--- config.mk ---
export PLATFORM = sky130hd
export DESIGN_NAME = io_port
export DESIGN_NICKNAME = d
export VERILOG_FILES = /design/src/verilog/io_port_pkg.sv /design/src/verilog/pin_sync_if.sv /design/src/verilog/pin_sync.sv /design/src/verilog/io_port.sv
export SDC_FILE = /design/constraint.sdc
export NUM_CORES = 1
export LEC_CHECK = 0
export BUFFER_PORTS_ARGS = -buffer_cell sky130_fd_sc_hd__clkbuf_2
export CORE_UTILIZATION = 50
export CTS_BUF_LIST = sky130_fd_sc_hd__clkbuf_8
export CTS_CLUSTER_SIZE = 25
export DETAILED_ROUTE_END_ITERATION = 8
export PLACE_DENSITY = 0.73
export SYNTH_ARGS = -nofsm -noshare
export SYNTH_HDL_FRONTEND = slang
export SYNTH_SLANG_ARGS = --single-unit
export TNS_END_PERCENT = 30
--- constraint.sdc ---
create_clock -name REF_CLK_I -period 3.6 [get_ports REF_CLK_I]
set_input_delay 0.54 -clock REF_CLK_I [delete_from_list [all_inputs] [get_ports REF_CLK_I]]
set_output_delay 0.54 -clock REF_CLK_I [all_outputs]
set_load 0.02 [all_outputs]
--- src/verilog/io_port_pkg.sv ---
// Constants and types for the six-pin I/O port
package io_port_pkg;
   localparam int          NUM_PINS        = 6;      // Port width
   localparam int          NUM_PL_PINS     = 4;      // Pins with pull-low option
   // Register addresses on the core's special-function bus
   localparam logic [3:0]  ADDR_PORT_DATA  = 4'h6;   // Port data, normal page
   localparam logic [3:0]  ADDR_POWER_CTRL = 4'h8;   // Power control, normal page
   localparam logic [3:0]  ADDR_PC_SELECT  = 4'h9;   // Pin-change select
   localparam logic [3:0]  ADDR_PULL_LOW   = 4'hb;   // Pull-low control
   localparam logic [3:0]  ADDR_PULL_HIGH  = 4'hc;   // Pull-high control
   localparam logic [3:0]  ADDR_IRQ_ENABLE = 4'he;   // Interrupt enable
   localparam logic [3:0]  ADDR_IRQ_FLAG   = 4'hf;   // Interrupt flag
   localparam logic [3:0]  ADDR_DIRECTION  = 4'h6;   // Direction, control page
   localparam logic [3:0]  ADDR_OPEN_DRAIN = 4'hc;   // Open-drain, control page
   localparam logic [3:0]  ADDR_GIRQ_TIMER = 4'hf;   // Global irq/timer, control page
   // Field positions
   localparam int          BIT_GIE         = 7;      // Global irq enable
   localparam int          BIT_T0EN        = 0;      // Timer enable
   localparam int          BIT_EIS         = 6;      // Pin 0 external irq
   localparam int          BIT_WDTEN       = 7;      // Watchdog enable
   localparam int          BIT_LVREN       = 3;      // Low-voltage reset enable
   localparam int          BIT_TIF         = 0;      // Timer flag/enable
   localparam int          BIT_PCF         = 1;      // Pin-change flag/enable
   localparam int          BIT_XIF         = 2;      // External irq flag/enable
   localparam int          PL_LSB          = 4;      // Pull-low field low bit
   localparam int          PIN_RESET       = 3;      // Reset / forced open-drain pin
   localparam int          PIN_CLKOUT      = 4;      // Clock output pin
   localparam int          PIN_TCLK        = 2;      // Timer clock input pin
   localparam int          PIN_XIRQ        = 0;      // External irq pin
   // Reset values
   localparam logic [5:0]  RST_DIR         = 6'h3f;  // All inputs
   localparam logic [5:0]  RST_PH          = 6'h3f;  // Pull-high off (active low)
   localparam logic [3:0]  RST_PL          = 4'hf;   // Pull-low off (active low)
   localparam logic [5:0]  RST_PCS         = 6'h3f;  // All pins selected
   localparam logic [5:0]  RST_OD          = 6'h00;  // Push-pull
   localparam logic [2:0]  RST_IE          = 3'h0;   // Interrupts masked
   localparam logic [2:0]  RST_IF          = 3'h0;   // No flags
   localparam logic [7:0]  RST_PWR         = 8'h08;  // LVR on, rest off
   // Operating modes
   typedef enum logic [1:0] {
      MODE_NORMAL  = 2'b00,
      MODE_HALT    = 2'b01,
      MODE_STANDBY = 2'b10,
      MODE_RSVD    = 2'b11
   } op_mode_t;
endpackage

--- src/verilog/pin_sync_if.sv ---
// Interface carrying synchronised pin levels and their change strobes
`timescale 1ns/1ps
interface pin_sync_if;
   logic [5:0] level;   // Synchronised pin levels
   logic [5:0] change;  // One-cycle level-change strobes
   logic [5:0] rise;    // One-cycle rising-edge strobes
   modport source (output level, output change, output rise);
   modport sink   (input  level, input  change, input  rise);
endinterface

--- src/verilog/pin_sync.sv ---
// Two-stage pin synchroniser with change and edge detection
`timescale 1ns/1ps
module pin_sync
   import io_port_pkg::*;
(
   input  wire logic         clk_i,    // Instruction clock
   input  wire logic         rst_i,    // Async reset, active high
   input  wire logic [5:0]   pins_i,   // Raw pad levels
   pin_sync_if.source        sync      // Synchronised result
);
   typedef struct packed {
      logic [5:0] meta;    // First stage, read only by second
      logic [5:0] stage2;  // Second stage
      logic [5:0] prev;    // Previous synchronised level
      logic [2:0] fill;    // Ones shift in as the stages fill
   } sync_state_t;

   sync_state_t st;       // Registered state
   sync_state_t next_st;  // Next state

   // Shift the pads through two flops, then keep one more for edges
   always_comb begin
      next_st        = st;
      next_st.meta   = pins_i;
      next_st.stage2 = st.meta;
      next_st.prev   = st.stage2;
      next_st.fill   = {st.fill[1:0], 1'b1};
   end

   // State register
   always_ff @(posedge clk_i or posedge rst_i) begin
      if (rst_i) begin
         st <= '0;
      end else begin
         st <= next_st;
      end
   end

   // Strobes compare second stage and its delayed copy only
   // Held off until prev holds a real sample, so reset gives no false edge
   assign sync.level  = st.stage2;
   assign sync.change = (st.stage2 ^ st.prev) & {6{st.fill[2]}};
   assign sync.rise   = (st.stage2 & ~st.prev) & {6{st.fill[2]}};
endmodule

--- src/verilog/io_port.sv ---
// Six-pin bidirectional I/O port with pin-change and external interrupt
// Summary of operation
// - Each pin has its own direction bit
// - Per-pin pull-high enable on input pins
// - Pull-low only pins 3..0, bits 7..4
// - Open-drain bit selects open-drain output
// - Pin 3 output is always open-drain
// - Selected input pin change sets pin-change flag
// - Pin-change request needs flag, enable, global
// - External-irq select turns pin 0 into irq
// - External irq removes pin 0 from change
// - Reset option: low pin 3 resets
// - Clock-out option drives clock on pin 4 in normal and standby modes
// - Pin 2 clocks timer when selected
// - Global enable reset 0, instruction set/clear
// - Direction 1 is input; reset input
// - Read returns pin or latch per option
// - Flag holds until software writes zero
// - Flag reads zero while its enable clear
`timescale 1ns/1ps
module io_port
   import io_port_pkg::*;
(
   input  wire logic         REF_CLK_I,       // Instruction clock
   input  wire logic         RST_I,           // Async reset, active high
   input  wire logic [3:0]   ADDR_I,          // Register address
   input  wire logic         CTRL_PAGE_I,     // 1 selects control page
   input  wire logic         WR_I,            // Register write strobe
   input  wire logic         RD_I,            // Register read strobe
   input  wire logic [7:0]   WDATA_I,         // Write data
   output logic [7:0]        RDATA_O,         // Read data, registered
   input  wire logic         ENI_I,           // Enable-interrupts instruction
   input  wire logic         DISABLE_IRQ_INSTR_I,          // Disable-interrupts instruction
   input  wire logic         EDGE_SEL_I,      // External irq edge, 1 rising
   input  wire logic         TIMER_CS_I,      // Timer clock source bit
   input  wire logic         LOW_OSC_TM_I,    // Low-oscillator timer select
   input  wire logic         TIMER_OVF_I,     // Timer overflow pulse
   input  wire logic         OPT_EXT_RST_I,   // Config: pin 3 is reset
   input  wire logic         OPT_CLK_OUT_I,   // Config: clock on pin 4
   input  wire logic         OPT_RD_LATCH_I,  // Config: outputs read latch
   input  wire logic [1:0]   OP_MODE_I,       // Operating mode
   input  wire logic [5:0]   PINS_I,          // Pad input levels
   output logic [5:0]        PINS_O,          // Pad output levels
   output logic [5:0]        PINS_OE_O,       // Pad drive enables
   output logic [5:0]        PULL_HIGH_O,     // Pull-high active
   output logic [3:0]        PULL_LOW_O,      // Pull-low active, pins 3..0
   output logic              PC_IRQ_O,        // Pin-change irq request
   output logic              XIRQ_O,          // External irq request
   output logic              TIMER_IRQ_O,     // Timer irq request
   output logic              TIMER_CLK_O,     // Synchronised timer clock
   output logic              EXT_RST_O,       // Reset request from pin 3
   output logic [7:0]        GIRQ_TIMER_O,    // Global irq/timer register
   output logic [7:0]        POWER_CTRL_O     // Power control register
);
   typedef struct packed {
      logic [5:0] latch;     // Output data latch
      logic [1:0] gp;        // General bits of data register
      logic [5:0] dir;       // Direction, 1 input
      logic [5:0] ph_n;      // Pull-high disable
      logic [3:0] pl_n;      // Pull-low disable
      logic [5:0] od;        // Open-drain select
      logic [5:0] pcs;       // Pin-change select
      logic [2:0] ie;        // Interrupt enables
      logic [2:0] iflag;     // Interrupt flags
      logic [7:0] pwr;       // Power control
      logic       global_irq_enable;       // Global irq enable
      logic       t0en;      // Timer enable
      logic [7:0] rdata;     // Read data
      logic [5:0] pins;      // Pad outputs
      logic [5:0] oe;        // Pad enables
      logic [5:0] ph;        // Pull-high outputs
      logic [3:0] pl;        // Pull-low outputs
      logic [2:0] irq;       // Irq requests
      logic       tclk;      // Timer clock out
      logic       xrst;      // Reset out
      logic       ckdiv;     // Clock-out toggle
   } port_state_t;

   port_state_t st;       // Registered state
   port_state_t next_st;  // Next state
   pin_sync_if  ps ();    // Synchronised pins

   // Pad synchroniser
   pin_sync u_sync (
      .clk_i  (REF_CLK_I),
      .rst_i  (RST_I),
      .pins_i (PINS_I),
      .sync   (ps.source)
   );

   logic [5:0] pc_mask;   // Pins taking part in change detection
   logic       xedge;     // External irq edge seen
   logic       wr_n;      // Normal page write
   logic       wr_c;      // Control page write
   logic [5:0] rd_port;   // Port read value
   logic [5:0] drive;     // Pad output enable
   logic [5:0] odm;       // Effective open-drain
   logic       ckout;     // Clock-out active

   // Decode and next-state logic
   always_comb begin
      next_st = st;
      wr_n    = WR_I & ~CTRL_PAGE_I;
      wr_c    = WR_I & CTRL_PAGE_I;
      // Pin 0 drops out of change when it is the external irq
      pc_mask = st.pcs & st.dir;
      if (st.pwr[BIT_EIS]) begin
         pc_mask[PIN_XIRQ] = 1'b0;
      end
      xedge = st.pwr[BIT_EIS] & (EDGE_SEL_I ? ps.rise[PIN_XIRQ]
              : ps.change[PIN_XIRQ] & ~ps.rise[PIN_XIRQ]);
      // Register writes
      if (wr_n) begin
         case (ADDR_I)
            ADDR_PORT_DATA:  {next_st.gp, next_st.latch} = WDATA_I;
            ADDR_POWER_CTRL: next_st.pwr = WDATA_I;
            ADDR_PC_SELECT:  next_st.pcs = WDATA_I[5:0];
            ADDR_PULL_LOW:   next_st.pl_n = WDATA_I[PL_LSB +: NUM_PL_PINS];
            ADDR_PULL_HIGH:  next_st.ph_n = WDATA_I[5:0];
            ADDR_IRQ_ENABLE: next_st.ie = WDATA_I[2:0];
            ADDR_IRQ_FLAG:   next_st.iflag = st.iflag & WDATA_I[2:0];
            default:         next_st.pwr = st.pwr;
         endcase
      end
      if (wr_c) begin
         case (ADDR_I)
            ADDR_DIRECTION:  next_st.dir = WDATA_I[5:0];
            ADDR_OPEN_DRAIN: next_st.od = WDATA_I[5:0];
            ADDR_GIRQ_TIMER: next_st.t0en = WDATA_I[BIT_T0EN];
            default:         next_st.od = st.od;
         endcase
      end
      // Events set flags; a set wins over a same-cycle clear
      if (|(ps.change & pc_mask)) begin
         next_st.iflag[BIT_PCF] = 1'b1;
      end
      if (xedge) begin
         next_st.iflag[BIT_XIF] = 1'b1;
      end
      if (TIMER_OVF_I) begin
         next_st.iflag[BIT_TIF] = 1'b1;
      end
      // Global enable by instruction only
      if (ENI_I) begin
         next_st.global_irq_enable = 1'b1;
      end else if (DISABLE_IRQ_INSTR_I) begin
         next_st.global_irq_enable = 1'b0;
      end
      // Read path: inputs give pin, outputs per option
      rd_port = ps.level;
      if (OPT_RD_LATCH_I) begin
         rd_port = (st.dir & ps.level) | (~st.dir & st.latch);
      end
      next_st.rdata = 8'h00;
      if (RD_I && !CTRL_PAGE_I) begin
         case (ADDR_I)
            ADDR_PORT_DATA:  next_st.rdata = {st.gp, rd_port};
            ADDR_POWER_CTRL: next_st.rdata = st.pwr;
            ADDR_PC_SELECT:  next_st.rdata = {2'b00, st.pcs};
            ADDR_PULL_LOW:   next_st.rdata = {st.pl_n, 4'hf};
            ADDR_PULL_HIGH:  next_st.rdata = {2'b00, st.ph_n};
            ADDR_IRQ_ENABLE: next_st.rdata = {5'h00, st.ie};
            ADDR_IRQ_FLAG:   next_st.rdata = {5'h00, st.iflag & st.ie};
            default:         next_st.rdata = 8'h00;
         endcase
      end else if (RD_I) begin
         case (ADDR_I)
            ADDR_DIRECTION:  next_st.rdata = {2'b00, st.dir};
            ADDR_OPEN_DRAIN: next_st.rdata = {2'b00, st.od};
            ADDR_GIRQ_TIMER: next_st.rdata = {st.global_irq_enable, 6'h00, st.t0en};
            default:         next_st.rdata = 8'h00;
         endcase
      end
      // Pad drive: direction 0 is output
      ckout = OPT_CLK_OUT_I & ((OP_MODE_I == MODE_NORMAL) | (OP_MODE_I == MODE_STANDBY));
      next_st.ckdiv = ~st.ckdiv;
      odm = st.od;
      odm[PIN_RESET] = 1'b1;
      drive = ~st.dir & ~(odm & st.latch);
      next_st.pins = st.latch;
      if (ckout) begin
         next_st.pins[PIN_CLKOUT] = st.ckdiv;
         drive[PIN_CLKOUT] = 1'b1;
      end
      if (OPT_EXT_RST_I) begin
         drive[PIN_RESET] = 1'b0;
      end
      next_st.oe = drive;
      next_st.ph = st.dir & ~st.ph_n;
      // Clock-out makes pin 4 an output, so its pull-high goes off
      if (ckout) begin
         next_st.ph[PIN_CLKOUT] = 1'b0;
      end
      next_st.pl = st.dir[3:0] & ~st.pl_n;
      // Requests gated by enable and global enable
      next_st.irq = st.iflag & st.ie & {3{st.global_irq_enable}};
      next_st.tclk = TIMER_CS_I & ~LOW_OSC_TM_I & ps.level[PIN_TCLK];
      next_st.xrst = OPT_EXT_RST_I & ~ps.level[PIN_RESET];
   end

   // State register with reset values
   always_ff @(posedge REF_CLK_I or posedge RST_I) begin
      if (RST_I) begin
         st       <= '0;
         st.dir   <= RST_DIR;
         st.ph_n  <= RST_PH;
         st.pl_n  <= RST_PL;
         st.pcs   <= RST_PCS;
         st.od    <= RST_OD;
         st.ie    <= RST_IE;
         st.iflag <= RST_IF;
         st.pwr   <= RST_PWR;
         st.global_irq_enable   <= 1'b0;
         st.t0en  <= 1'b1;
      end else begin
         st <= next_st;
      end
   end

   // Outputs straight from flops
   assign RDATA_O      = st.rdata;
   assign PINS_O       = st.pins;
   assign PINS_OE_O    = st.oe;
   assign PULL_HIGH_O  = st.ph;
   assign PULL_LOW_O   = st.pl;
   assign TIMER_IRQ_O  = st.irq[BIT_TIF];
   assign PC_IRQ_O     = st.irq[BIT_PCF];
   assign XIRQ_O       = st.irq[BIT_XIF];
   assign TIMER_CLK_O  = st.tclk;
   assign EXT_RST_O    = st.xrst;
   assign GIRQ_TIMER_O = {st.global_irq_enable, 6'h00, st.t0en};
   assign POWER_CTRL_O = st.pwr;
endmodule

# After elaboration in Yosys (flattened, before gate mapping)
# Index checks and enable logic that the tools add are counted.
# op_classes
eq_ne,8
muxes,19
n_bitwise,35
n_reduce_logical,23
# op_table
cell,n
8-bit case mux with 7 select lines,1
6-bit AND,8
"4-bit equality test, second input constant",6
8-bit 2-to-1 mux,3
8-bit case mux with 3 select lines,1
2-bit AND reduction,12
6-bit inverter,3
2-bit nonzero test,7
1-bit 2-to-1 mux,11
11-bit 2-to-1 mux,1
1-bit AND,10
3-bit AND,3
6-bit 2-to-1 mux,1
1-bit inverter,6
6-bit bitwise OR,1
6-bit OR reduction,1
6-bit bitwise XOR,1
4-bit AND,1
"4-bit by 3-bit equality test with 1-bit output, second input constant",1
4-bit inverter,1
3-bit 2-to-1 mux,1
"2-bit equality test, second input constant",1
2-bit logical NOT,1
1-bit logical AND,1
2 further kinds,2
# word_totals
ff_bits,109
input_bits,34
output_inout_bits,51
word_cells,112

# Longest topological paths before layout
# Gate-level depths: netlist (run 1).
# depth
depth_word,9
ltp_mapped,7
mapped_depth_nobuf,7

# By module
# Synthesis (run 1) repeated with hierarchy kept, for this count alone.
# unflattened
cells_unflattened,391
hier_area_um2,4880.9
# by_module_without_submodules
mod,instances,cells_each,area_each_um2,seq_area_each_um2
io_port,1,337,4113.9,2232.1
pin_sync,1,54,767.0,525.5

# Least setup slack after synthesis (run 1)
# No wires, ideal clock.
# synth_path
path_kind,input port to flip-flop
start,input ADDR_I[0]
end,"register st, in the netlist RDATA_O[2]"
setup_ns,0.149
arrival_time_ns,1.580
t_required_ns,3.451
path_slack_ns,1.871
cell_stages,6
n_path_buf,1
path_cell_list,buf_2 > mux2_2 > a21o_1 > a32o_1 > a21oi_1 > o22ai_1
# synth_lines
item,line_no,text
"start, declared",io_port.sv:26,"input wire logic [3:0] ADDR_I,"
"end signal, assigned",io_port.sv:216,st <= next_st;
"end, declared",io_port.sv:79,port_state_t st;

# Worst setup path in the final report (run 1)
# layout_path
start,input ADDR_I[0]
end,register st[80] (netlist bit)
# layout_via
elab_chain_len,2
# layout_rtl
item,line_no,text
4-bit by 3-bit equality test with 1-bit output,io_port.sv:114,case (ADDR_I)
2-bit AND reduction (no source line),n/a,
# No other way between the ends.
# A chain may end at the register's enable or synchronous reset.

==> results of run 1 <==
[worst register-to-register path: stages (launching register included)]
cell	delay, ns
dfstp_2	0.61
nand2b_1	0.14
mux2i_1	0.25
nor2_1	0.06
a2111oi_0	0.45
o22ai_1	0.16
[flip-flops by register name, indices dropped and copies added (netlist names), 2 cells and up]
signal / flops
RDATA_O: 8
u_sync.sync.level: 6
PINS_O: 6
u_sync.next_st: 8
next_st: 5
u_sync.st: 7
st: 33
PULL_LOW_O: 4
PULL_HIGH_O: 6
GIRQ_TIMER_O: 2
odm: 5
POWER_CTRL_O: 8
PINS_OE_O: 6
[kinds of logic after synthesis]
| kind of cell | Yosys count |
|---|---|
| AOI/OAI and AO/OA | 51 |
| adders and majority gates | 1 |
| xor gates and xnor gates | 5 |
| and+or+nand+nor | 84 |
| buffers and inverters | 63 |
| muxes | 61 |
| other | 2 |
| DFF | 109 |
[where the power goes]
part	switching [mW]	internal, mW
sequential	0.136	1.44
clock	0.427	0.261
combinational	0.275	0.225
total	0.838	1.93
[routing by layer]
metal	global-route usage [%]	vias up	routed length, um
li1	-	1336	-
met1	29.67	1454	4281
met2	33.44	97	4660
met3	3.865	8	563
met4	6.787	0	114
met5	0	-	0
[cell usage in the layout (no fill, tap or decap), drive strengths merged, types with 2 or more instances in the layout]
cell type,count
clkbuf,86
dfrtp,85
mux2,52
dfstp,24
nand2,15
nor2b,15
a21oi,13
nand3,13
nand2b,13
o21ai,10
mux2i,9
o22ai,9
inv,8
nor2,7
conb,7
a22oi,6
and3,5
xor2,5
nor3,4
buf,4
clkinv,4
nor3b,3
a21o,3
nand3b,2
nand4,2
a222oi,2
a31oi,2
[path summary, 6_finish.rpt]
| check | startpoint | to | slack [ns] | cells past startpoint |
|---|---|---|---|---|
| max reg2reg | st[75] | RDATA_O[1] | 1.80 | 5 |
| min reg2reg | u_sync.next_st[9] | u_sync.sync.level[0] | 0.36 | 0 |
| max | ADDR_I[0] | st[80] | 1.09 | 5 |
| min | PINS_I[4] | u_sync.next_st[13] | 0.26 | 1 |
| max in group asynchronous | RST_I | POWER_CTRL_O[3] | 2.35 | 3 |
| min in group asynchronous | RST_I | u_sync.sync.level[3] | 0.38 | 2 |
[cell type report]
type                    instances  area, um^2  area share [%]
flip-flops and latches        109        2758           54.07
well taps                     111       138.9           2.723
multi-input cells             209        1580           30.99
inverters                       6       25.02          0.4907
repair buffers                 81       415.4           8.145
clock buffers                   9       123.9           2.429
clock inverters                 7       58.81           1.153
[stage by stage]
stage	power, mW	cell area (um^2)
final	2.768	5100
after global routing	2.901	5100
after CTS	2.796	5100
after detailed placement	2.107	4917
after global placement	2.088	4917
after floorplan	2.013	4766
==> summary.md, run 1 <==
| Metric | Value |
|---|---|
| Slowest-stage cell, CP | nor3b_1 |
| Adder-cell area share of the yosys netlist | 0.2636% |
| Power Dens Cells | 542.9 nW/um^2 |
| Clock sinks | 109 |
| CTS tree | yes |
| Inst Count DP | 516 |
| Critical path's largest stage delay | 0.66 ns |
| Worst Hold Slack | 0.2621 ns |
| Syn-to-layout area delta | 7.433% |
| Measured slew at the worst slew-check pin | 1.019 ns |
| Post-synthesis compound-gate area fraction | 6.800% |
| Htree depth | 3 |
| Status | finished clean |
| # fillers | 814 |
| Hold/Removal Path Class | input pin to flop |
| Worst EP arrival | 2.77 ns |
| CP Buf/Inv Count | 1 |
| Most frequent cell after synthesis | dfrtp_1 |
| First-pass GRT wire length | 15,480 um |
| Place WS | 0.6924 ns |
| Post-synth top flop | dfrtp_1 |
| Hold Fails Final Rpt | 0 |
| Post-synthesis cell type count | 42 |
| DIE AREA | 9887 um^2 |
| Effective utilization at floorplan | 51.62% |
| Synth Area in XOR/XNOR | 0.9225% |
| Final worst-path cycle share | 69.68% |
| Post-DP HPWL | 6741 um |
| Initial antenna violation count | 0 |
| Top cells by instance count after synthesis | dfrtp_1, buf_4, mux2_2 |
| Final worst slack | 1.091 ns |
| FMAX | 398.6 MHz |
| Final Slew Violations | 0 |
| Die width | 99.44 um |
| Synth top area share | 44.81% |
| Critical path capture point type | flop |
| Drt drc | 0 |
| Clock Pin Slew Worst Setup and Hold Paths | 0.11 ns |
| Crit-path cells | clkbuf_2 > nand2b_1 > nor3b_1 > nand2_1 > mux2_2 |
| DRT Wirelength | 9619 um |
| Final min period | 2.509 ns |
| IO Port Bufs | 77 |
| Final std cells w/o fill | 532 |
| Post-Synth Simple-Gate Area | 10.04% |
| Asr flop ratio synth | 100.0% |
| Cells resized by post-CTS repair | 0 |
| Root buffer cell | clkbuf_8 |
| Startpoint type of the worst setup path | input pin |
| DR pass1 iterations | 4 |
| Setup TNS Final | 0 ns |
| RSZ-0062 raised after global routing | no |
| Largest net degree at the start of global routing | 86 |
| Slew HR | 32.09% |
| Clock network latency to the later pin of the worst-skew pair | 0.38 ns |
| Req. time, crit path | 3.86 ns |
| Layout cells sized above 1 | 42.28% |
| Synth Cell Area | 4747 um^2 |
| Iteration-0 DRC Markers | 138 |
| Yosys warns | 0 |
| Ranking of synthesized cells by area | dfrtp_1, dfstp_2, mux2_2 |
| Post-route ant nets | 0 |
| Via count | 2,895 |
| Area of the core | 9196 um^2 |
| Grt ovf | 0 |
| Cells after synthesis | 376 |
| # rows | 35 |
| # IOs | 85 |
| Leading area contributor after synthesis | dfrtp_1 |
| Routability Congestion | 0.8808 |
| DR WL/cell | 18.08 um |
| N_diodes | 0 |
| Leakage | 2.415 nW |
| Main combinational cell family by area after synthesis | multiplexers |
| CP Class | input pin to flop |
| Max Buffers Root-to-Sink | 2 |
| Number of flops mapped to enable cells by yosys | 0 |
| Vias in the first global route | 2,905 |
| CP max FO | 21 |
| Yosys reg bits | 109 |
| Final setup violation count | 0 |
| Post-CTS Hold Fix Bufs | 0 |
| GRT Util Overall | 21.10% |
| Worst Skew | 0.01431 ns |
| Crit-path leading delay family | simple AND/OR/NAND/NOR gates |
| Sequential fraction of the synthesis area | 58.09% |
| Via/cell ratio | 5.442 |
| Peak supply drop | 273.2 uV |
| Die height | 99.44 um |
| Nets | 451 |
| Fin util | 55.46% |
| TritonCTS Buffers | 9 |
| Maxcap violations | 0 |
| Mean Syn Cell Area | 12.63 um^2 |
| Setup Buffers After CTS | 0 |
| Post-synthesis mux area share | 14.71% |
Power figures use the tool's default switching activity.
==> run 2: changes to the inputs <==
==> constraint.sdc (replaced) <==
create_clock -name REF_CLK_I -period 2.4 [get_ports REF_CLK_I]
set_input_delay 0.36 -clock REF_CLK_I [delete_from_list [all_inputs] [get_ports REF_CLK_I]]
set_output_delay 0.36 -clock REF_CLK_I [all_outputs]
set_load 0.02 [all_outputs]
==> summary.md, run 2 (synthesized netlist as in run 1, its figures left out) <==
| Metric | Value |
|---|---|
| DRT Wirelength | 9666 um (+0.49%) |
| R2R Path End | RDATA_O[1] |
| Power Dens Cells | 843.7 nW/um^2 (+55%) |
| Max Buffers Root-to-Sink | 2 (unchanged) |
| Post-DP HPWL | 6698 um (-0.64%) |
| Via count | 2,893 (-0.069%) |
| Fin util | 56.53% (+1.1 points) |
| # rows | 35 (unchanged) |
| Largest net degree at the start of global routing | 110 (+28%) |
| Cells resized by post-CTS repair | 0 (unchanged) |
| Hold Crit Depth | 1 (unchanged) |
| Final setup violation count | 0 (unchanged) |
| Post-route ant nets | 0 (unchanged) |
| Peak supply drop | 376.0 uV (+38%) |
| Effective utilization at floorplan | 51.62% (unchanged) |
| Area of the core | 9196 um^2 (unchanged) |
| Post-CTS Hold Fix Bufs | 0 (unchanged) |
| Most common cell after layout, fill and taps aside | dfrtp_1 |
| Slew HR | 63.02% (+31 points) |
| Final worst slack | 0.5819 ns (-0.5096 ns) |
| Die height | 99.44 um (unchanged) |
| Root buffer cell | clkbuf_8 |
| Clock Pin Slew Worst Setup and Hold Paths | 0.11 ns (about the same) |
| Startpoint type of the worst setup path | flop |
| IO Port Bufs | 77 (unchanged) |
| Syn-to-layout area delta | 9.515% |
| Maxcap violations | 0 (unchanged) |
| Clock network latency to the later pin of the worst-skew pair | 0.37 ns (about the same) |
| N_diodes | 0 (unchanged) |
| CP max FO | 7 (-67%) |
| Register-to-register setup slack | 0.58 ns (-1.22 ns) |
| DIE AREA | 9887 um^2 (unchanged) |
| GRT Util Overall | 20.96% (-0.14 points) |
| Leakage | 2.460 nW (+1.9%) |
| Hold/Removal Path Class | input pin to flop |
| Worst EP arrival | 2.05 ns (-0.72 ns) |
| First-pass GRT wire length | 15,320 um (-1.1%) |
| DR pass1 iterations | 4 (unchanged) |
| Beginning of the worst register-to-register path | st[75] |
| Vias in the first global route | 2,829 (-2.6%) |
| FMAX | 550.0 MHz |
| Grt met3 use | 4.498% (+0.63 points) |
| # fillers | 774 (-4.9%) |
| CP Class | flop to flop |
| Area after DPL | 4969 um^2 (+1.0%) |
| Final min period | 1.818 ns |
| Htree depth | 3 (unchanged) |
| TritonCTS Buffers | 9 (unchanged) |
| Drt drc | 0 (unchanged) |
| Initial antenna violation count | 0 (unchanged) |
| Req. time, crit path | 2.63 ns (-1.23 ns) |
| RSZ-0062 raised after global routing | no |
| Nets | 456 (+1.1%) |
| GR Util met1 | 29.06% (-0.61 points) |
| Layout cells sized above 1 | 42.96% (+0.68 points) |
| GR peak layer | met2 |
| Most frequent cells in the layout | dfrtp_1, clkbuf_2, mux2_2 |
| Via/cell ratio | 5.387 (-1.0%) |
| R2R depth | 5 (unchanged) |
| Worst hold start | PINS_I[4] |
| Status | finished clean |
| Hold endpoint | u_sync.next_st[13] |
| Post-route design area | 5199 um^2 (+1.9%) |
| Largest Register | st |
| Final Slew Violations | 0 (unchanged) |
| Setup Buffers After CTS | 0 (unchanged) |
| Place WS | 0.3334 ns (-0.3591 ns) |
| Setup TNS Final | 0 ns (unchanged) |
| Grt ovf | 0 (unchanged) |
| Final worst-path cycle share | 75.75% |
| Clock sinks | 109 (unchanged) |
| Worst Skew | 0.01321 ns (-0.001094 ns) |
| CTS tree | yes |
| Pwr Total | 4.386 mW (+58%) |
| DR WL/cell | 18.00 um (-0.45%) |
| Measured slew at the worst slew-check pin | 0.5533 ns (-0.4653 ns) |
| Die width | 99.44 um (unchanged) |
| Max FFs per register | 33 (unchanged) |
| # IOs | 85 (unchanged) |
| Iteration-0 DRC Markers | 151 (+9.4%) |
| Critical path capture point type | flop |
| Routability Congestion | 0.8356 (-5.1%) |
| Hold Fails Final Rpt | 0 (unchanged) |
| GR Util met2 | 32.75% (-0.69 points) |
[run 2: changes by cell type in the layout (fill, tap and decap cells not counted), sizes merged]
| cell | before | now |
|---|---|---|
| buf | 4 | 9 |
| bufinv | 0 | 2 |
| clkinv | 4 | 2 |
| clkinvlp | 1 | 2 |
| inv | 8 | 7 |
[run 2: worst max path at each step]
| stage | from | end | slack (ns) | cells after the start |
|---|---|---|---|---|
| 6_report | st[75] | RDATA_O[1] | 0.58 | 5 |
| 5_1_grt | st[75] | RDATA_O[1] | 0.48 | 5 |
| 4_1_cts | st[75] | RDATA_O[1] | 0.59 | 5 |
| 3_5_place_dp | ADDR_I[0] | next_st[24] | 0.33 | 6 |
| 3_3_place_gp | ADDR_I[0] | next_st[27] | 0.35 | 6 |
| 2_1_floorplan | RST_I | EXT_RST_O | 0.74 | 1 |
[run 2: critical path: stages (launching register included)]
cell and delay (ns):
dfstp_2 0.61, nand2b_1 0.13, mux2i_1 0.25, nor2_1 0.06, a2111oi_0 0.44, o22ai_1 0.18
[run 2: stage by stage]
stage	hold WS [ns]	cells
2_1_floorplan	0.3312	381
3_3_place_gp	0.3313	521
3_5_place_dp	0.3347	521
4_1_cts	0.07444	537
5_1_grt	0.05987	537
6_report	0.08332	537
[run 2: final cells by class]
class | count | area (um^2) | share of cell area (%)
Sequential cell | 109 | 2758 | 53.04
Multi-Input combinational cell | 209 | 1580 | 30.40
Timing Repair Buffer | 86 | 465.4 | 8.953
Tap cell | 111 | 138.9 | 2.671
Clock buffer | 9 | 123.9 | 2.383
Clock inverter | 7 | 106.4 | 2.046
Inverter | 6 | 26.28 | 0.5054
[run 2: per-layer routing]
layer  vias to the layer above  routed length, um
met1                      1442               4484
met2                        88               4492
met3                        16                504
li1                       1347                  -
met4                         0                185
met5                         -                  0
[run 2: where the power goes]
group | internal (mW) | switching, mW | total (mW)
combinational | 0.345 | 0.419 | 0.764
clock | 0.603 | 0.652 | 1.25
sequential | 2.17 | 0.201 | 2.37
total | 3.11 | 1.27 | 4.39
